[src/fch_consts.svh]
// named constants for the floppy command interpreter
`ifndef FCH_CONSTS_SVH
`define FCH_CONSTS_SVH
`define FCH_CLK_MHZ 125
`define FCH_MS_US 1000
`define FCH_POLL_US 220
`define FCH_POLL_LONG_US 440
`define FCH_MAX_CYL 8'h4C
`define FCH_OP_SPECIFY 5'h03
`define FCH_OP_SENSE_DRV 5'h04
`define FCH_OP_WRITE 5'h05
`define FCH_OP_READ 5'h06
`define FCH_OP_RECAL 5'h07
`define FCH_OP_SENSE_INT 5'h08
`define FCH_OP_SEEK 5'h0F
`define FCH_OP_SCAN_EQ 5'h11
`define FCH_OP_SCAN_LE 5'h19
`define FCH_OP_SCAN_HE 5'h1D
`define FCH_PRM_RW 4'h8
`define FCH_PRM_SPECIFY 4'h2
`define FCH_PRM_SEEK 4'h2
`define FCH_PRM_ONE 4'h1
`define FCH_RES_RW 3'h7
`define FCH_RES_TWO 3'h2
`define FCH_RES_ONE 3'h1
`define FCH_MSR_RQM 7
`define FCH_MSR_DIO 6
`define FCH_ST0_INVALID 8'h80
`define FCH_IC_NORMAL 2'h0
`define FCH_IC_ABN 2'h1
`define FCH_IC_RDY 2'h3
`define FCH_ST1_OR 4
`define FCH_ST2_SNS 2
`define FCH_SRT_BASE 8'h10
`define FCH_SECT_BASE 14'h0080
`define FCH_DRV_LAST 2'h3
`endif

[src/fch_pkg.sv]
// types for the floppy command interpreter
package fch_pkg;
   typedef enum logic [2:0] {
      FCH_CMD = 3'b000,
      FCH_PARAM = 3'b001,
      FCH_START = 3'b010,
      FCH_HLOAD = 3'b011,
      FCH_XFER = 3'b100,
      FCH_STEP = 3'b101,
      FCH_RESULT = 3'b110
   } fch_state_t;
endpackage

[src/fch_cmd_host.sv]
// floppy command interpreter: host bus, command, execution and result phases
`timescale 1ns/10ps
`include "fch_consts.svh"
module fch_cmd_host
   import fch_pkg::*;
#(
   parameter int MS_CYC = `FCH_CLK_MHZ * `FCH_MS_US,
   parameter int POLL_CYC = `FCH_CLK_MHZ * `FCH_POLL_US,
   parameter int POLL_LONG_CYC = `FCH_CLK_MHZ * `FCH_POLL_LONG_US
) (
   input wire logic clock,
   input wire logic reset,
   input wire logic reg_select_line,
   input wire logic bus_rd,
   input wire logic bus_wr,
   input wire logic [7:0] bus_wdata,
   output logic [7:0] bus_rdata,
   input wire logic dma_ack,
   output logic dma_req,
   input wire logic transfer_end_abort,
   output logic int_out,
   input wire logic drive_ready,
   output logic drive_sel_lo,
   output logic drive_sel_hi,
   output logic head_choice,
   output logic head_load,
   output logic density_select,
   output logic [7:0] inter_sector_gap,
   output logic step_pulse,
   output logic step_dir,
   input wire logic disk_rd_valid,
   input wire logic [7:0] disk_rd_byte,
   output logic disk_wr_req,
   output logic [7:0] disk_wr_byte,
   input wire logic disk_wr_ack
);
   localparam int MSW = $clog2(MS_CYC + 1);
   fch_state_t state_q;
   logic [7:0] cmd_q;
   logic [7:0] prm_q [0:7];
   logic [3:0] prm_idx_q, prm_cnt_q, prm_cnt_new;
   logic [2:0] res_idx_q, res_cnt_q;
   logic [7:0] res0_q, res1_q, st0_q, st1_q, st2_q, res_byte, msr, st3;
   logic [7:0] srt_hut_q, hlt_nd_q, tmr_q, hut_q, tgt_q, gap_q;
   logic [7:0] cyl_q [0:3];
   logic [7:0] c_q, h_q, r_q, data_q;
   logic [13:0] left_q, sect_len;
   logic [MSW-1:0] ms_cnt_q;
   logic ms_tick, tc_m_q, tc_s_q, step_q, dir_q, dens_q, loaded_q, hold_q;
   logic chg_pend_q, seek_pend_q, chg_evt, seek_done, res_done, si_done;
   logic [1:0] chg_drv_q, seek_drv_q, poll_drv, chg_drv, drv, drv_q;
   logic [3:0] rdy_vec;
   logic [4:0] op;
   logic is_rw, is_wr, is_scan, nd, data_acc, wr_acc, rd_acc, host_in, need_host;
   logic disk_evt, overrun, last_sect, xfer_end, polling;

   // command decode and host access qualifiers
   assign op = cmd_q[4:0];
   assign drv = prm_q[0][1:0];
   assign nd = hlt_nd_q[0];
   assign is_wr = (op == `FCH_OP_WRITE);
   assign is_scan = (op == `FCH_OP_SCAN_EQ) || (op == `FCH_OP_SCAN_LE) || (op == `FCH_OP_SCAN_HE);
   assign is_rw = is_wr || is_scan || (op == `FCH_OP_READ);
   assign host_in = is_wr || is_scan;
   assign data_acc = reg_select_line || dma_ack;
   assign wr_acc = bus_wr && data_acc;
   assign rd_acc = bus_rd && data_acc;

   // parameter byte count per opcode
   always_comb begin
      case (bus_wdata[4:0])
         `FCH_OP_SPECIFY: prm_cnt_new = `FCH_PRM_SPECIFY;
         `FCH_OP_SEEK: prm_cnt_new = `FCH_PRM_SEEK;
         `FCH_OP_SENSE_DRV, `FCH_OP_RECAL: prm_cnt_new = `FCH_PRM_ONE;
         `FCH_OP_READ, `FCH_OP_WRITE, `FCH_OP_SCAN_EQ, `FCH_OP_SCAN_LE, `FCH_OP_SCAN_HE: prm_cnt_new = `FCH_PRM_RW;
         default: prm_cnt_new = '0;
      endcase
   end

   // sector length from size code, data length when code is 00
   assign sect_len = (prm_q[4] == 8'h00) ? {6'h00, prm_q[7]} : (`FCH_SECT_BASE << prm_q[4][2:0]);

   // transfer handshake: who owes the next byte
   assign disk_evt = (state_q == FCH_XFER) && (is_wr ? disk_wr_ack : disk_rd_valid);
   assign overrun = disk_evt && (host_in ? !hold_q : hold_q);
   assign last_sect = (r_q == prm_q[5]) && !(cmd_q[7] && h_q[0] == 1'b0);
   assign xfer_end = disk_evt && (overrun || (left_q == 14'h0001 && last_sect));
   assign need_host = (state_q == FCH_XFER) && (host_in ? !hold_q : hold_q);
   assign dma_req = need_host && !nd;
   assign disk_wr_req = (state_q == FCH_XFER) && is_wr && hold_q;
   assign disk_wr_byte = data_q;
   assign res_done = (state_q == FCH_RESULT) && rd_acc && (res_idx_q == res_cnt_q - 3'h1);
   assign si_done = res_done && (op == `FCH_OP_SENSE_INT);
   assign seek_done = (state_q == FCH_STEP) && !tc_s_q && (tmr_q == 8'h00) && (cyl_q[drv] == tgt_q);

   // main status: request, direction, non-DMA, busy, seeking drive
   always_comb begin
      msr = '0;
      msr[`FCH_MSR_RQM] = (state_q == FCH_CMD) || (state_q == FCH_PARAM) || (state_q == FCH_RESULT)
         || (need_host && nd);
      msr[`FCH_MSR_DIO] = (state_q == FCH_RESULT) || (state_q == FCH_HLOAD) || (state_q == FCH_STEP)
         || ((state_q == FCH_XFER) && !host_in);
      msr[5] = (state_q == FCH_XFER) && nd;
      msr[4] = (state_q != FCH_CMD);
      msr[3:0] = 4'((state_q == FCH_STEP)) << drv;
   end

   // drive status byte and result byte mux
   assign st3 = {2'b00, rdy_vec[drv], (cyl_q[drv] == 8'h00), 1'b1, prm_q[0][2], drv};
   always_comb begin
      case (res_idx_q)
         3'h0: res_byte = is_rw ? st0_q : res0_q;
         3'h1: res_byte = is_rw ? st1_q : res1_q;
         3'h2: res_byte = st2_q;
         3'h3: res_byte = c_q;
         3'h4: res_byte = h_q;
         3'h5: res_byte = r_q;
         3'h6: res_byte = prm_q[4];
         default: res_byte = '0;
      endcase
   end

   // registered read data, eight bits wide
   always_ff @(posedge clock) begin
      if (reset) begin
         bus_rdata <= '0;
      end else if (bus_rd) begin
         bus_rdata <= !data_acc ? msr : ((state_q == FCH_RESULT) ? res_byte : data_q);
      end
   end

   // millisecond tick and terminal count synchroniser
   assign ms_tick = (ms_cnt_q == MSW'(MS_CYC - 1));
   always_ff @(posedge clock) begin
      if (reset || ms_tick) begin
         ms_cnt_q <= '0;
      end else begin
         ms_cnt_q <= ms_cnt_q + 1'b1;
      end
   end
   always_ff @(posedge clock) begin
      if (reset) begin
         tc_m_q <= 1'b0;
         tc_s_q <= 1'b0;
      end else begin
         tc_m_q <= transfer_end_abort;
         tc_s_q <= tc_m_q;
      end
   end

   // phase sequencer, seek stepping and result set-up
   always_ff @(posedge clock) begin
      if (reset) begin
         state_q <= FCH_CMD;
         cmd_q <= '0;
         prm_idx_q <= '0;
         prm_cnt_q <= '0;
         res_idx_q <= '0;
         res_cnt_q <= '0;
         res0_q <= '0;
         res1_q <= '0;
         st0_q <= '0;
         srt_hut_q <= '0;
         hlt_nd_q <= '0;
         tmr_q <= '0;
         tgt_q <= '0;
         step_q <= 1'b0;
         dir_q <= 1'b0;
         dens_q <= 1'b0;
         gap_q <= '0;
         for (int i = 0; i < 4; i++) begin
            cyl_q[i] <= '0;
         end
         for (int i = 0; i < 8; i++) begin
            prm_q[i] <= '0;
         end
      end else begin
         step_q <= 1'b0;
         case (state_q)
            FCH_CMD: if (wr_acc) begin
               cmd_q <= bus_wdata;
               prm_idx_q <= '0;
               prm_cnt_q <= prm_cnt_new;
               state_q <= (prm_cnt_new == 4'h0) ? FCH_START : FCH_PARAM;
            end
            FCH_PARAM: if (wr_acc) begin
               prm_q[prm_idx_q[2:0]] <= bus_wdata;
               prm_idx_q <= prm_idx_q + 4'h1;
               if (prm_idx_q == prm_cnt_q - 4'h1) begin
                  state_q <= FCH_START;
               end
            end
            FCH_START: begin
               res_idx_q <= '0;
               if (op == `FCH_OP_SPECIFY) begin
                  srt_hut_q <= prm_q[0];
                  hlt_nd_q <= prm_q[1];
                  state_q <= FCH_CMD;
               end else if (op == `FCH_OP_SENSE_DRV) begin
                  res0_q <= st3;
                  res_cnt_q <= `FCH_RES_ONE;
                  state_q <= FCH_RESULT;
               end else if (op == `FCH_OP_SEEK || op == `FCH_OP_RECAL) begin
                  tgt_q <= (op == `FCH_OP_RECAL) ? 8'h00 : ((prm_q[1] > `FCH_MAX_CYL) ? `FCH_MAX_CYL : prm_q[1]);
                  tmr_q <= '0;
                  state_q <= FCH_STEP;
               end else if (op == `FCH_OP_SENSE_INT) begin
                  res_cnt_q <= (chg_pend_q || seek_pend_q) ? `FCH_RES_TWO : `FCH_RES_ONE;
                  if (chg_pend_q) begin
                     res0_q <= {`FCH_IC_RDY, 2'b00, !rdy_vec[chg_drv_q], 1'b0, chg_drv_q};
                     res1_q <= cyl_q[chg_drv_q];
                  end else if (seek_pend_q) begin
                     res0_q <= {`FCH_IC_NORMAL, 1'b1, 1'b0, !rdy_vec[seek_drv_q], 1'b0, seek_drv_q};
                     res1_q <= cyl_q[seek_drv_q];
                  end else begin
                     res0_q <= `FCH_ST0_INVALID;
                  end
                  state_q <= FCH_RESULT;
               end else if (is_rw) begin
                  dens_q <= cmd_q[6];
                  gap_q <= prm_q[6];
                  st0_q <= {`FCH_IC_NORMAL, 3'b000, prm_q[0][2], drv};
                  res_cnt_q <= `FCH_RES_RW;
                  tmr_q <= {hlt_nd_q[7:1], 1'b0};
                  state_q <= loaded_q ? FCH_XFER : FCH_HLOAD;
               end else begin
                  res0_q <= `FCH_ST0_INVALID;
                  res_cnt_q <= `FCH_RES_ONE;
                  state_q <= FCH_RESULT;
               end
            end
            FCH_HLOAD: if (tc_s_q) begin
               st0_q[7:6] <= `FCH_IC_ABN;
               state_q <= FCH_RESULT;
            end else if (tmr_q == 8'h00) begin
               state_q <= FCH_XFER;
            end else if (ms_tick) begin
               tmr_q <= tmr_q - 8'h01;
            end
            FCH_XFER: if (tc_s_q || xfer_end) begin
               st0_q[7:6] <= overrun ? `FCH_IC_ABN : `FCH_IC_NORMAL;
               state_q <= FCH_RESULT;
            end
            FCH_STEP: if (tc_s_q || seek_done) begin
               state_q <= FCH_CMD;
            end else if (tmr_q != 8'h00) begin
               tmr_q <= ms_tick ? tmr_q - 8'h01 : tmr_q;
            end else begin
               step_q <= 1'b1;
               dir_q <= (tgt_q > cyl_q[drv]);
               cyl_q[drv] <= (tgt_q > cyl_q[drv]) ? cyl_q[drv] + 8'h01 : cyl_q[drv] - 8'h01;
               tmr_q <= `FCH_SRT_BASE - {4'h0, srt_hut_q[7:4]};
            end
            FCH_RESULT: if (rd_acc) begin
               res_idx_q <= res_idx_q + 3'h1;
               if (res_done) begin
                  state_q <= FCH_CMD;
               end
            end
            default: state_q <= FCH_CMD;
         endcase
      end
   end

   // sector data path: byte hand-off, sector and head advance
   always_ff @(posedge clock) begin
      if (reset) begin
         hold_q <= 1'b0;
         data_q <= '0;
         left_q <= '0;
         c_q <= '0;
         h_q <= '0;
         r_q <= '0;
         st1_q <= '0;
         st2_q <= '0;
      end else if (state_q == FCH_START) begin
         hold_q <= 1'b0;
         c_q <= prm_q[1];
         h_q <= {7'h00, prm_q[0][2]};
         r_q <= prm_q[3];
         left_q <= sect_len;
         st1_q <= '0;
         st2_q <= '0;
      end else if (state_q == FCH_XFER) begin
         if (rd_acc && !host_in) begin
            hold_q <= 1'b0;
         end else if (wr_acc && host_in && !hold_q) begin
            data_q <= bus_wdata;
            hold_q <= 1'b1;
         end
         if (overrun) begin
            st1_q[`FCH_ST1_OR] <= 1'b1;
         end else if (disk_evt) begin
            hold_q <= !host_in;
            if (!is_wr) begin
               data_q <= is_scan ? data_q : disk_rd_byte;
            end
            if (is_scan && data_q != disk_rd_byte) begin
               st2_q[`FCH_ST2_SNS] <= 1'b1;
            end
            left_q <= left_q - 14'h0001;
            if (left_q == 14'h0001) begin
               left_q <= sect_len;
               if (r_q != prm_q[5]) begin
                  r_q <= r_q + (is_scan ? prm_q[7] : 8'h01);
               end else if (cmd_q[7] && h_q[0] == 1'b0) begin
                  h_q <= 8'h01;
                  r_q <= 8'h01;
               end else begin
                  c_q <= c_q + 8'h01;
                  r_q <= 8'h01;
               end
            end
         end
      end
   end

   // pending interrupts, set wins over clear
   always_ff @(posedge clock) begin
      if (reset) begin
         chg_pend_q <= 1'b0;
         chg_drv_q <= '0;
         seek_pend_q <= 1'b0;
         seek_drv_q <= '0;
      end else begin
         chg_pend_q <= chg_evt || (chg_pend_q && !si_done);
         chg_drv_q <= chg_evt ? chg_drv : chg_drv_q;
         seek_pend_q <= seek_done || (seek_pend_q && !(si_done && !chg_pend_q));
         seek_drv_q <= seek_done ? drv : seek_drv_q;
      end
   end
   assign int_out = chg_pend_q || seek_pend_q || ((state_q == FCH_RESULT) && is_rw);

   // head load state and unload timer
   always_ff @(posedge clock) begin
      if (reset) begin
         loaded_q <= 1'b0;
         hut_q <= '0;
      end else if (state_q == FCH_HLOAD && tmr_q == 8'h00 && !tc_s_q) begin
         loaded_q <= 1'b1;
      end else if (state_q == FCH_XFER && (tc_s_q || xfer_end)) begin
         hut_q <= {srt_hut_q[3:0], 4'h0};
      end else if (state_q == FCH_CMD && loaded_q && ms_tick) begin
         hut_q <= hut_q - 8'h01;
         loaded_q <= (hut_q > 8'h01);
      end
   end

   // drive select: poll between commands and between steps
   assign polling = (state_q == FCH_CMD) || (state_q == FCH_STEP && tmr_q != 8'h00);
   always_ff @(posedge clock) begin
      if (reset) begin
         drv_q <= '0;
      end else begin
         drv_q <= polling ? poll_drv : drv;
      end
   end
   assign drive_sel_lo = drv_q[0];
   assign drive_sel_hi = drv_q[1];
   assign head_choice = h_q[0];
   assign head_load = loaded_q;
   assign density_select = dens_q;
   assign inter_sector_gap = gap_q;
   assign step_pulse = step_q;
   assign step_dir = dir_q;

   fch_ready_poll #(
      .POLL_CYC(POLL_CYC),
      .POLL_LONG_CYC(POLL_LONG_CYC)
   ) u_poll (
      .clock(clock),
      .reset(reset),
      .poll_en(polling),
      .drive_ready(drive_ready),
      .poll_drv(poll_drv),
      .rdy_vec(rdy_vec),
      .chg_evt(chg_evt),
      .chg_drv(chg_drv)
   );

   // checks on the phase handshake and timing
   msr_sel_a: assert property (@(posedge clock) disable iff (reset)
      (bus_rd && !reg_select_line && !dma_ack) |=> (bus_rdata == $past(msr))) else $error("status read wrong");
   exec_flags_a: assert property (@(posedge clock) disable iff (reset)
      (state_q == FCH_HLOAD || state_q == FCH_STEP) |-> (msr[6] && !msr[7])) else $error("exec flags wrong");
   cyl_range_a: assert property (@(posedge clock) disable iff (reset)
      cyl_q[drv] <= `FCH_MAX_CYL) else $error("cylinder out of range");
   result_end_a: assert property (@(posedge clock) disable iff (reset)
      res_done |=> (state_q == FCH_CMD) && msr[7] && !msr[6]) else $error("command not ended");
   tc_abort_a: assert property (@(posedge clock) disable iff (reset)
      (tc_s_q && (state_q == FCH_HLOAD || state_q == FCH_XFER)) |=> (state_q == FCH_RESULT)) else $error("abort missed");
   int_hold_a: assert property (@(posedge clock) disable iff (reset)
      (chg_pend_q && !si_done) |=> (chg_pend_q && int_out)) else $error("ready interrupt dropped");
   density_a: assert property (@(posedge clock) disable iff (reset)
      (state_q == FCH_XFER) |-> (density_select == cmd_q[6])) else $error("density mismatch");
   hload_time_a: assert property (@(posedge clock) disable iff (reset)
      (state_q == FCH_START && is_rw && !loaded_q) |=> (state_q == FCH_HLOAD) && (tmr_q == {hlt_nd_q[7:1], 1'b0}))
      else $error("head load delay wrong");
   nodma_a: assert property (@(posedge clock) disable iff (reset)
      (need_host && nd) |-> (!dma_req && msr[7])) else $error("non-DMA request wrong");
   rw_done_c: cover property (@(posedge clock) disable iff (reset) res_done && is_rw);
   ready_int_c: cover property (@(posedge clock) disable iff (reset) si_done && chg_pend_q);
   tc_abort_c: cover property (@(posedge clock) disable iff (reset) tc_s_q && state_q == FCH_XFER);
   seek_done_c: cover property (@(posedge clock) disable iff (reset) seek_done);
endmodule

[src/fch_ready_poll.sv]
// drive ready poller: cycles drive codes and flags ready changes
`timescale 1ns/10ps
`include "fch_consts.svh"
module fch_ready_poll
   import fch_pkg::*;
#(
   parameter int POLL_CYC = `FCH_CLK_MHZ * `FCH_POLL_US,
   parameter int POLL_LONG_CYC = `FCH_CLK_MHZ * `FCH_POLL_LONG_US
) (
   input wire logic clock,
   input wire logic reset,
   input wire logic poll_en,
   input wire logic drive_ready,
   output logic [1:0] poll_drv,
   output logic [3:0] rdy_vec,
   output logic chg_evt,
   output logic [1:0] chg_drv
);
   localparam int PW = $clog2(POLL_LONG_CYC + 1);
   logic rdy_m_q;
   logic rdy_s_q;
   logic [PW-1:0] dwell_q;
   logic [PW-1:0] lim;
   logic dwell_done;
   logic [3:0] seen_q;

   // two-stage synchroniser for the ready pin
   always_ff @(posedge clock) begin
      if (reset) begin
         rdy_m_q <= 1'b0;
         rdy_s_q <= 1'b0;
      end else begin
         rdy_m_q <= drive_ready;
         rdy_s_q <= rdy_m_q;
      end
   end

   // longer dwell on the last drive code
   assign lim = (poll_drv == `FCH_DRV_LAST) ? PW'(POLL_LONG_CYC - 1) : PW'(POLL_CYC - 1);
   assign dwell_done = poll_en && (dwell_q == lim);

   // dwell restarts after a pause so the command drive's stale level is never sampled
   always_ff @(posedge clock) begin
      if (reset || dwell_done || !poll_en) begin
         dwell_q <= '0;
      end else if (poll_en) begin
         dwell_q <= dwell_q + 1'b1;
      end
   end

   // sample ready at dwell end, step to next drive
   always_ff @(posedge clock) begin
      if (reset) begin
         poll_drv <= '0;
         rdy_vec <= '0;
         seen_q <= '0;
         chg_evt <= 1'b0;
         chg_drv <= '0;
      end else begin
         chg_evt <= 1'b0;
         if (dwell_done) begin
            rdy_vec[poll_drv] <= rdy_s_q;
            seen_q[poll_drv] <= 1'b1;
            chg_evt <= seen_q[poll_drv] && (rdy_vec[poll_drv] != rdy_s_q);
            chg_drv <= poll_drv;
            poll_drv <= poll_drv + 2'h1;
         end
      end
   end

   poll_dwell_a: assert property (@(posedge clock) disable iff (reset)
      (poll_drv != $past(poll_drv)) |-> $past(dwell_done)) else $error("drive code moved early");
endmodule

[config.mk]
export PLATFORM = sky130hd
export DESIGN_NAME = fch_cmd_host
export DESIGN_NICKNAME = d
export VERILOG_FILES = /design/src/fch_pkg.sv /design/src/fch_cmd_host.sv /design/src/fch_ready_poll.sv
export VERILOG_INCLUDE_DIRS = /design/src
export SDC_FILE = /design/constraint.sdc
export NUM_CORES = 1
export LEC_CHECK = 0
export ABC_AREA = 1
export BUFFER_PORTS_ARGS = -buffer_cell sky130_fd_sc_hd__buf_2
export CORE_MARGIN = 2
export CORE_UTILIZATION = 60
export DETAILED_ROUTE_END_ITERATION = 10
export PLACE_DENSITY = 0.78
export SETUP_SLACK_MARGIN = 0.05
export SLEW_MARGIN = 25
export SYNTH_ARGS = -nofsm -noshare
export SYNTH_HDL_FRONTEND = slang
export SYNTH_SLANG_ARGS = --single-unit
[constraint.sdc]
create_clock -name clock -period 5 [get_ports clock]
set_clock_uncertainty 0.1 [all_clocks]
set_input_delay 0.25 -clock clock [delete_from_list [all_inputs] [get_ports clock]]
set_output_delay 0.25 -clock clock [all_outputs]
set_load 0.01 [all_outputs]
After elaboration in Yosys (flattened, before gate mapping)
Memories as Yosys holds them, arrays and structs flattened. A register that Yosys moved wholly into a read port is not among the register bits.
Cells that the tools add are included.
{"block": "word_totals", "ramBits": 96, "regBits": 198, "inputBits": 26, "wordCells": 403, "mem_bits_ro": 96, "memories": 3, "out_inout_bits": 34}
{"block": "classes", "n_reduce_logical": 117, "n_eq_ne": 59, "bitwise_logic": 12, "shift": 2, "order_cmp": 8, "n_addsub": 15, "mux": 143}
{"name": "(no name shown)", "words": 32, "word_bits": 3, "read_ports": 1, "rd_clocked_by_memory_dff": 0, "wr": 0, "line": "fch_cmd_host.sv:71", "source": "case (bus_wdata[4:0])"}
{"name": "prm_q", "words": 8, "word_bits": 8, "read_ports": 7, "rd_clocked_by_memory_dff": 1, "wr": 8, "line": "fch_cmd_host.sv:40", "source": "logic [7:0] prm_q [0:7];"}
{"name": "cyl_q", "words": 4, "word_bits": 8, "read_ports": 3, "rd_clocked_by_memory_dff": 2, "wr": 4, "line": "fch_cmd_host.sv:45", "source": "logic [7:0] cyl_q [0:3];"}
{"op": "$mux W8", "n": 54}
{"op": "$mux W14", "n": 6}
{"op": "$mux W3", "n": 21}
{"op": "$pmux W8 S7", "n": 1}
{"op": "$logic_and A1 B1 Y1", "n": 38}
{"op": "$mux W1", "n": 36}
{"op": "$ne A2 B2 Y1 const B", "n": 18}
{"op": "$logic_not A8 Y1", "n": 3}
{"op": "$pmux W8 S3", "n": 1}
{"op": "$reduce_and A6 Y1", "n": 4}
{"op": "$reduce_and A8 Y1", "n": 3}
{"op": "$sub A8 B1 Y8 const B", "n": 3}
{"op": "$logic_or A1 B1 Y1", "n": 23}
{"op": "$pmux W3 S7", "n": 1}
{"op": "$eq A5 B3 Y1 const B", "n": 4}
{"op": "$mux W2", "n": 10}
{"op": "$eq A3 B3 Y1 const B", "n": 6}
{"op": "$reduce_bool A2 Y1", "n": 9}
{"op": "$add A17 B1 Y17 const B", "n": 1}
{"op": "$eq A17 B17 Y1 const B", "n": 1}
{"op": "$add A16 B1 Y16 const B", "n": 1}
{"op": "$add A8 B1 Y8 const B", "n": 2}
{"op": "$eq A16 B16 Y1", "n": 1}
{"op": "$eq A8 B8 Y1", "n": 2}
{"op": "other kinds (50)", "n": 107}

Logic depth before layout (Yosys ltp)
Gate-level depths: netlist of run 1.
{"block": "logic_depth", "depth_word": 12, "mapped_depth": 22, "mapped_depth_nobuf": 21}

Hierarchy
A second synthesis of run 1 with hierarchy kept.
{"block": "unflattened", "cells_unflattened": 2195, "hier_area_um2": 16005.4}
{"mod": "fch_cmd_host", "area_per_inst_um2": 14366.3, "seq_area_each_um2": 6165.9, "cells_per_inst": 1960, "n_inst": 1}
{"mod": "fch_ready_poll", "area_per_inst_um2": 1639.1, "seq_area_each_um2": 620.6, "cells_per_inst": 235, "n_inst": 1}

Least setup slack after synthesis of run 1
OpenSTA, ideal clock, no wires.
{"block": "synth_path", "path_type": "reg-to-reg", "start": "memory prm_q[0][1]", "end": "memory cyl_q[2][6] (data pin)", "path_stages_with_launch": 22, "arrival_ns": 3.276, "period_less_slack_ns": 3.634, "path_slack_ns": 1.366, "required_time_ns": 4.643, "setup_ns": 0.257, "n_path_buf": 2, "cell_sequence": "edfxtp_1 clkbuf_1 clkbuf_1 nand3_1 and2_1 inv_1 ha_1 a21oi_1 o21ai_0 nand2_1 nand2_1 nand2_1 inv_1 fa_1 o21ai_0 nand2_1 nand2_1 nand2_1 nand2_1 nand2_1 nand3_1 nor2_1"}
{"item": "from (decl)", "line": "fch_cmd_host.sv:40"}
{"item": "to (decl)", "line": "fch_cmd_host.sv:45"}

==> results.cfg, run 1 <==
[finish]
finish.utilization_pct = 66.79
post_route_cells_drive_above_1_share_pct = 9.095
nets = 2245
synthToLayoutAreaGrowth_pct = 9.852
design_area_um2 = 17350
antenna_cells = 0

[die]
core-area_um2 = 25980
row_count = 59
die_h_um = 166.3
start_util_pct = 60.80
die_area_um2 = 27640
die_w_um = 166.3
ioPinCount = 60

[drt]
drc = 0
drt_first_pass_iters = 6
via_count = 14573
wirelength_um = 42210
drt_iter0_markers = 1387
wl_per_cell_um = 16.66
via_per_inst = 5.751
detail-route-antenna-nets = 0

[clocking]
cts_tree = yes
cts_root_buffer = clkbuf_16
clock_path_buffers = 3
clk-insertion-delay-late_ns = 0.52
h-tree-depth = 2
cts_buffers = 34
cts_sinks = 295
clk_pin_slew_ns = 0.06

[critical_path]
crit_path_start_kind = flop
cp_num_buf_inv = 3
critPathMaxFanout = 21
cp_common_cell = nand2_1
critPathCaptureType = flop
cpMaxStageDelayCell = a32oi_1
slowest_delay_ns = 0.48
critPathKind = reg2reg
critPathRequiredTime_ns = 5.15
crit_family = compound AO/OA/AOI/OAI gates
crit_chain = buf_4, clkinv_1, a32oi_1, inv_1, ha_1, nand2_1, nor2_1, nand2_1, nand2_1, nand2_1, ha_1, a21o_1, a21oi_1, o21ai_1, a21oi_1, xor2_1, nor2_1
crit_arrival_ns = 4.49

[power]
powerDensity_nw_per_um2 = 419.9
clkPwrFrac_pct = 31.9
comb_power_share_pct = 28.1
swShare_pct = 35.49
p_sw_uw = 2586
seq_power_share_pct = 40.0
ir_worst_vdd_v = 0.0003712
internal_power_uw = 4701
p_leak_uw = 0.007265

[global_route]
grt_pass1_vias = 13459
overflow = 0
grtUsageTotal_pct = 29.51
grt_pass1_wl_um = 66900
grt_max_degree = 67
antenna_found_initial = 0

[logic_synthesis]
synth.avg_cell_area_um2 = 7.424
synthCells = 2128
synthFlopType = dfxtp_1
seq_area_frac_synth_pct = 42.96
ys_seq_elements = 295
synth_edf_count = 88
syn_area_um2 = 15800
yosysTopAreaCellShare_pct = 26.23
synthArstFlopShare_pct = 0
synth_cell_types = 58
syn-num-nets = 2200
synthTopCellsByArea = dfxtp_1 26%, edfxtp_1 17%, nand2_1 9.2%
ys_warn_count = 0
synth_top_cell_by_area = dfxtp_1

[placement]
port_buffers = 59
place_area_um2 = 16300
place_congestion = 0.9126
dp_hpwl_um = 30410

[job]
max_cap_viol_count = 0

[status]
outcome = finished clean

[sta]
setup_viol = 0
tns_ns = 0
rsz0062_at_grt = false
worst_pin_slew_ns = 0.7873
finalHoldViolations = 0
fin_crit_sh_pct = 86.73
hold_ws_ns = 0.03622
final_max_slew_viol_count = 0
slew_headroom_pct = 47.52
fmax_mhz = 230.6
fin_crit_ns = 4.336

[hold_path]
hold_class = in2reg
-- synth_stat cells, types with 8 or more instances --
cell type / count
a21oi_1: 169
a31oi_1: 21
buf_2: 11
clkbuf_1: 35
clkinv_1: 8
dfxtp_1: 207
edfxtp_1: 88
ha_1: 44
inv_1: 220
inv_2: 16
nand2_1: 386
nand2_2: 9
nand3_1: 109
nand4_1: 21
nor2_1: 333
nor2_2: 16
nor3_1: 22
o21ai_0: 216
o22ai_1: 11
or2_2: 13
xnor2_1: 32
xor2_1: 41
-- worst register-to-register path, delay by kind of cell (launching register included) --
kind,cells,cell delay [ns]
xor gates and xnor gates,1,0.33
AOI/OAI and AO/OA,5,1.15
DFF,1,0.32
adders and majority gates,2,0.75
buffers and inverters,3,0.79
and+or+nand+nor,6,0.63
-- repair_timing --
item                                   4_1_cts  5_1_grt
gates resized for setup                      0        0
endpoints found under the hold margin        2        0
hold buffers                                 2        0
setup buffers                                0        0
-- area by class of cell --
class | count | area [µm²]
clock buffer | 43 | 894.6
clock inverter | 19 | 140.1
fill | 2286 | 8631
inverter | 245 | 923.4
multi-input combinational | 1530 | 7830
sequential | 295 | 6787
tap | 335 | 419.2
timing repair buffer | 67 | 360.3
-- metrics by stage --
step	std cells	total power, µW	worst slack, ns
finish	2534	7287	0.6636
global placement	2470	4918	0.8663
global route	2534	7673	0.3854
floorplan	2128	4473	1.366
detailed placement	2470	4961	0.7662
CTS	2534	7274	0.7617
-- worst paths after layout --
check / startpoint / end / slack, ns / cells past startpoint
hold reg to reg: tc_m_q$_SDFF_PP0_ / tc_s_q$_SDFF_PP0_ / 0.31 / 2
setup reg to reg: prm_q[0][1]$_SDFFCE_PN0P_ / cyl_q[2][7]$_SDFFCE_PN0P_ / 0.66 / 17
hold / removal: bus_wdata[5] / disk_wr_byte[5]$_SDFFE_PP0P_ / 0.04 / 5
setup / recovery: prm_q[0][1]$_SDFFCE_PN0P_ / cyl_q[2][7]$_SDFFCE_PN0P_ / 0.66 / 17
-- cells in the final DEF, fill, tap and decap left out, types with 4 or more instances in the layout --
| cell | count |
|---|---|
| edfxtp_1 | 88 |
| nand2_4 | 4 |
| clkinv_1 | 10 |
| nor3_1 | 22 |
| a221oi_1 | 4 |
| dfxtp_1 | 207 |
| buf_4 | 6 |
| clkbuf_1 | 8 |
| nor4_1 | 7 |
| o21ai_1 | 5 |
| or2_2 | 13 |
| clkbuf_16 | 34 |
| inv_2 | 16 |
| xnor2_1 | 32 |
| nand2_2 | 9 |
| o21ai_0 | 216 |
| buf_2 | 59 |
| nor2_1 | 332 |
| nand4_1 | 21 |
| o22ai_1 | 11 |
| nor2_4 | 6 |
| xor2_1 | 41 |
| inv_1 | 219 |
| nand3_1 | 109 |
| a31oi_1 | 21 |
| a211oi_1 | 7 |
| nor3_2 | 4 |
| o211ai_1 | 6 |
| nand2_1 | 386 |
| a21oi_1 | 169 |
| nor2_2 | 17 |
| ha_1 | 44 |
| clkinv_2 | 12 |
-- registers in the layout, summed over array words and instances, names as in the netlist, 14 cells and up, named ones only --
| name | flops |
|---|---|
| u_poll.dwell_q | 16 |
| prm_q | 56 |
| ms_cnt_q | 17 |
| cyl_q | 32 |
| left_q | 14 |
-- routing by layer --
metal	part of all wire (%)	routed length, µm	track usage (%)
met5	0	0	0
met4	3.3	1403	10.91
met3	6.6	2803	3.789
met2	48	20260	50.59
met1	42	17750	38.36
-- power by group through the flow --
stage	logic (µW)	clock network (µW)	registers [µW]
global placement	1970	0	2950
detailed placement	2010	0	2950
finish	2050	2320	2910
floorplan	1580	0	2900
CTS	2020	2350	2910
global route	2300	2440	2940
-- cell families after synthesis --
group,share of synthesized area (%)
AO/OA/AOI/OAI,15.75
buffers and inverters,7.493
XOR/XNOR,4.047
AND/OR/NAND/NOR,26.01
flip-flops,42.96
adder cells (fa/ha/maj),3.738
Note: power is estimated with default switching activity, not from simulation.
==> run 2, diff against run 1 <==
--- a/config.mk
+++ b/config.mk
@@ -8,10 +8,12 @@
 export LEC_CHECK = 0
 export ABC_AREA = 1
 export BUFFER_PORTS_ARGS = -buffer_cell sky130_fd_sc_hd__buf_2
-export CORE_MARGIN = 2
-export CORE_UTILIZATION = 60
+export CELL_PAD_IN_SITES_DETAIL_PLACEMENT = 1
+export CELL_PAD_IN_SITES_GLOBAL_PLACEMENT = 1
+export CORE_MARGIN = 3
+export CORE_UTILIZATION = 46
 export DETAILED_ROUTE_END_ITERATION = 10
-export PLACE_DENSITY = 0.78
+export PLACE_DENSITY_LB_ADDON = 0.1
 export SETUP_SLACK_MARGIN = 0.05
 export SLEW_MARGIN = 25
 export SYNTH_ARGS = -nofsm -noshare
==> run 2 against run 1 <==
  * First-iteration DRC count is 35% lower
  * Count of clock-buffer cells in the layout is 3 higher
  * Core utilization is 14 points lower
  * Combinational power is 4% higher
  * Fmax is 7.1% higher
  * Cell count is 4.7% higher
  * Register-to-register slack better by 0.29 ns
  * Sequential power hardly changed
  * Worst hold slack better by 0.013 ns
  * Global-route usage is 2.2 points lower
  * Routed wire length is 19% higher
  * Critical path type unchanged
  * Critical endpoint is now cyl_q[1][7]$_SDFFCE_PN0P_
  * Largest cell class unchanged
==> results.cfg, run 2 (synthesized netlist as in run 1, its figures left out) <==
[status]
outcome = finished clean

[global_route]
grt_pass1_wl_um = 79670
antenna_found_initial = 0
grt_max_degree = 72
grtUsageTotal_pct = 27.35
overflow = 0
grt_pass1_vias = 14906

[die]
ioPinCount = 60
core-area_um2 = 33700
row_count = 67
die_h_um = 191.3
die_w_um = 191.3
start_util_pct = 46.88
die_area_um2 = 36600

[drt]
drt_first_pass_iters = 5
wirelength_um = 50320
via_count = 14629
drc = 0
drt_iter0_markers = 898
wl_per_cell_um = 18.97
detail-route-antenna-nets = 0
via_per_inst = 5.516

[clocking]
clk_pin_slew_ns = 0.06
cts_buffers = 36
cts_sinks = 295
cts_root_buffer = clkbuf_16
clk-insertion-delay-late_ns = 0.53
clock_path_buffers = 3
cts_setup_buffers = 0
h-tree-depth = 2
postCtsHoldBufs = 3
cts-resized-gates = 0
cts_tree = yes

[power]
p_leak_uw = 0.007338
powerDensity_nw_per_um2 = 435.4
internal_power_uw = 4965
ir_worst_vdd_v = 0.0002707
p_sw_uw = 2722
swShare_pct = 35.41
seq_power_share_pct = 37.9
clkPwrFrac_pct = 34.2
comb_power_share_pct = 27.9

[sta]
tns_ns = 0
final_max_slew_viol_count = 0
fin_crit_ns = 4.050
worst_pin_slew_ns = 0.8133
fmax_mhz = 246.9
finalHoldViolations = 0
hold_ws_ns = 0.04965
setup_viol = 0
slew_headroom_pct = 45.78
rsz0062_at_grt = false
fin_crit_sh_pct = 81.00

[finish]
largest_register_ffs = 56
mostFrequentLayoutCells = 386 x nand2_1, 332 x nor2_1, 219 x inv_1
antenna_cells = 0
top_register = prm_q
final_common_cell = nand2_1
synthToLayoutAreaGrowth_pct = 11.76
nets = 2250
largestRegisters = prm_q (56), cyl_q (32), ms_cnt_q (17)
post_route_cells_drive_above_1_share_pct = 9.165
instances_no_fill = 2652

[critical_path]
critPathKind = reg2reg
critPathRequiredTime_ns = 5.17
crit_chain = buf_4, nand2_1, a32oi_1, inv_1, ha_1, nand2_1, nor2_1, nand2_1, nand2_1, nand2_1, ha_1, a21o_1, a21oi_1, o21ai_1, a21oi_1, xor2_1, nor2_1
crit_path_start_kind = flop
critPathMaxFanout = 30
slowest_delay_ns = 0.45
crit_arrival_ns = 4.22
cpMaxStageDelayCell = ha_1
critPathCaptureType = flop
cp_common_cell = nand2_1

[job]
max_cap_viol_count = 0

[placement]
place_congestion = 0.9236
port_buffers = 59
dp_hpwl_um = 37030
place_inst = 2585

[hold_path]
hold_class = in2reg
run 2: path summary, 6_finish.rpt:
kind	startpoint	endpoint	slack, ns	cells past startpoint
setup reg to reg	prm_q[0][0]$_SDFFCE_PN0P_	cyl_q[1][7]$_SDFFCE_PN0P_	0.95	17
hold / removal	disk_rd_byte[7]	disk_wr_byte[7]$_SDFFE_PP0P_	0.05	4
setup / recovery	prm_q[0][0]$_SDFFCE_PN0P_	cyl_q[1][7]$_SDFFCE_PN0P_	0.95	17
hold reg to reg	tc_m_q$_SDFF_PP0_	tc_s_q$_SDFF_PP0_	0.30	2
run 2: worst max-delay path: cells and delay by family, from the launching register on:
family,cells,cell delay [ns]
buffers and inverters,2,0.43
xor gates and xnor gates,1,0.34
DFF,1,0.37
AOI/OAI and AO/OA,5,1.04
and+or+nand+nor,7,0.75
adders and majority gates,2,0.76
run 2: layer usage:
layer | vias up | GRT usage [%] | wire length [µm]
li1 | 7132 | - | -
met3 | 95 | 3.228 | 1648
met5 | - | 0 | 0
met4 | 0 | 7.903 | 1480
met1 | 7150 | 34.67 | 22250
met2 | 252 | 48.89 | 24940
run 2: final cells by class:
type / count / area [µm²]
Clock buffer: 46 / 979.7
Clock inverter: 18 / 190.2
Fill cell: 4284 / 16040
Inverter: 245 / 923.4
Multi-Input combinational cell: 1530 / 7830
Sequential cell: 295 / 6787
Tap cell: 448 / 560.5
Timing Repair Buffer: 70 / 385.4
run 2: power by group through the flow:
stage / clock, µW / combinational [µW] / sequential, µW
detailed placement: 0 / 2120 / 2960
global placement: 0 / 2060 / 2950
global route: 2780 / 2420 / 2940
floorplan: 0 / 1580 / 2900
CTS: 2680 / 2150 / 2910
finish: 2630 / 2140 / 2920
run 2: through the flow:
step                      utilization [%]  setup WS [ns]  total power [µW]  cell area [µm²]
after floorplan                         -          1.366              4473            15800
after global placement              48.82          1.163              5008            16450
after detailed placement            48.82         0.9622              5083            16450
after CTS                           52.38         0.9425              7735            17650
after global routing                52.39         0.5348              8145            17660
final                               52.39         0.9502              7688            17660
==> run 3, diff against run 2 <==
==> constraint.sdc (replaced) <==
create_clock -name clock -period 4.1 [get_ports clock]
set_clock_uncertainty 0.1 [all_clocks]
set_input_delay 0.205 -clock clock [delete_from_list [all_inputs] [get_ports clock]]
set_output_delay 0.205 -clock clock [all_outputs]
set_load 0.01 [all_outputs]
==> run 3 against run 2 <==
  * Sequential share of layout area fell by 0.35 points
  * Sequential cell count unchanged
  * Critical endpoint is now cyl_q[2][7]$_SDFFCE_PN0P_
  * Core utilization grew 0.49 points
  * Worst hold slack worse by 0.018 ns
  * Largest cell class unchanged
  * Fmax up 10%
==> results.cfg, run 3 (synthesized netlist as in run 1, its figures left out) <==
[drt]
wl_per_cell_um = 19.23
drc = 0
via_per_inst = 5.539
drt_first_pass_iters = 5
via_count = 14773
drt_iter0_markers = 774
wirelength_um = 51290
detail-route-antenna-nets = 0

[critical_path]
crit_family = compound AO/OA/AOI/OAI gates
r2r_slack_ns = 0.43
critPathKind = reg2reg
crit_chain = inv_2, buf_4, nand2_1, nand3_1, nand2_1, ha_1, nand2_1, o21ai_0, nand2_1, nand2_1, nand2_2, ha_2, a21o_1, a21oi_1, o21ai_1, a21oi_2, xor2_2, nor2_1
cp_num_buf_inv = 2
crit_arrival_ns = 3.85
reg2reg_depth = 18
crit_path_start_kind = flop
cpMaxStageDelayCell = edfxtp_1
cp_common_cell = nand2_1
slowest_delay_ns = 0.51
critPathCaptureType = flop
critPathRequiredTime_ns = 4.27
cp_num_cells = 18
worstReg2RegStart = prm_q[0][0]$_SDFFCE_PN0P_
critPathMaxFanout = 14
r2r-end = cyl_q[2][7]$_SDFFCE_PN0P_

[global_route]
grt-busiest-layer = met2
grtUsageTotal_pct = 28.06
grt_use_met2_pct = 50.00
antenna_found_initial = 0
grt_pass1_wl_um = 81850
overflow = 0
met3_usage_pct = 3.283
grt_pass1_vias = 15538
grt_max_degree = 104
grt_util_met1_pct = 34.91

[finish]
antenna_cells = 0
top_register = prm_q
post_route_cells_drive_above_1_share_pct = 9.869
synthToLayoutAreaGrowth_pct = 12.80
largestRegisters = prm_q (56), cyl_q (32), ms_cnt_q (17)
finish.utilization_pct = 52.88
nets = 2265
design_area_um2 = 17820
final_common_cell = nand2_1
mostFrequentLayoutCells = 385 x nand2_1, 333 x nor2_1, 219 x inv_1
largest_register_ffs = 56

[sta]
finalHoldViolations = 0
slew_headroom_pct = 47.23
final_max_slew_viol_count = 0
setup_viol = 0
fin_crit_ns = 3.673
worst_pin_slew_ns = 0.7905
rsz0062_at_grt = false
fmax_mhz = 272.3
fin_ws_ns = 0.4273
tns_ns = 0
fin_crit_sh_pct = 89.58

[placement]
port_buffers = 59
place_congestion = 0.8641
preCtsSetupSlack_ns = 0.2036
place_area_um2 = 16530
dp_hpwl_um = 36740

[power]
seq_power_share_pct = 37.9
swShare_pct = 35.66
p_sw_uw = 3352
ir_worst_vdd_v = 0.0003150
internal_power_uw = 6047
clkPwrFrac_pct = 34.1
powerDensity_nw_per_um2 = 527.5
p_leak_uw = 0.007400
comb_power_share_pct = 28.0

[die]
start_util_pct = 46.88
ioPinCount = 60
die_w_um = 191.3
row_count = 67
die_area_um2 = 36600
core-area_um2 = 33700
die_h_um = 191.3

[hold_path]
hold_depth = 5
worst_hold_startpoint = disk_rd_byte[4]
hold-path-endpoint = disk_wr_byte[4]$_SDFFE_PP0P_
hold_class = in2reg

[status]
outcome = finished clean

[clocking]
cts_sinks = 295
clk_pin_slew_ns = 0.07
h-tree-depth = 2
clk-insertion-delay-late_ns = 0.53
cts_buffers = 35
cts_root_buffer = clkbuf_16
clock_path_buffers = 3
cts_tree = yes

[job]
max_cap_viol_count = 0
## run 3: cell types whose count changed in the layout (fill, tap and decap cells not counted), sizes merged
cell	before	now
buf	67	78
clkbuf	46	41
clkinv	21	20
clkinvlp	1	6
dlygate4sd3	3	8
## run 3: layout make-up
| cell class | count | area [µm²] |
|---|---|---|
| clock buffer | 41 | 940.9 |
| clock inverter | 22 | 236.5 |
| fill | 4332 | 15880 |
| inverter | 245 | 923.4 |
| multi-input combinational | 1530 | 7844 |
| sequential | 295 | 6787 |
| tap | 448 | 560.5 |
| timing repair buffer | 86 | 528.0 |
## run 3: worst min-delay path, cell delays in order
cell and delay, ns:
buf_2 0.10, nor2_1 0.05, a31oi_1 0.13, nor2_1 0.05, nor2_1 0.08
## run 3: layer usage
metal	part of all wire, %	wire length, µm
met5	0	0
met4	3.6	1824
met3	4.0	2066
met2	49	25350
met1	43	22050
## run 3: what timing repair did
| item | in CTS | in global routing |
|---|---|---|
| endpoints found under the hold margin | 9 | 0 |
| setup buffers | 0 | 2 |
| setup endpoints to repair | 0 | 9 |
| gates resized for setup | 0 | 5 |
| hold buffers | 8 | 0 |
## run 3: worst max-delay path by stage
stage | startpoint | end | slack (ns)
after floorplan | prm_q[0][1]$_SDFFCE_PN0P_ | cyl_q[2][6]$_SDFFCE_PN0P_ | 0.47
after detailed placement | prm_q[0][0]$_SDFFCE_PN0P_ | cyl_q[2][7]$_SDFFCE_PN0P_ | 0.20
final | prm_q[0][0]$_SDFFCE_PN0P_ | cyl_q[2][7]$_SDFFCE_PN0P_ | 0.43
after global routing | prm_q[0][0]$_SDFFCE_PN0P_ | cyl_q[0][6]$_SDFFCE_PN0P_ | 0.12
after CTS | prm_q[0][0]$_SDFFCE_PN0P_ | cyl_q[2][7]$_SDFFCE_PN0P_ | 0.17
after global placement | prm_q[0][0]$_SDFFCE_PN0P_ | cyl_q[1][7]$_SDFFCE_PN0P_ | 0.38
## run 3: power by group through the flow
stage | sequential, µW | clock (µW) | combinational [µW]
6_report | 3560 | 3200 | 2630
5_1_grt | 3600 | 3390 | 2960
4_1_cts | 3560 | 3270 | 2620
3_5_place_dp | 3620 | 0 | 2590
3_3_place_gp | 3600 | 0 | 2510
2_1_floorplan | 3530 | 0 | 1920
## run 3: metrics by stage
stage	cells	power, µW	hold WS, ns
after floorplan	2128	5455	0.2120
after global placement	2594	6113	0.2922
after CTS	2665	9446	0.004358
after global routing	2667	9945	0.07711
after detailed placement	2594	6202	0.2979
final	2667	9399	0.03199
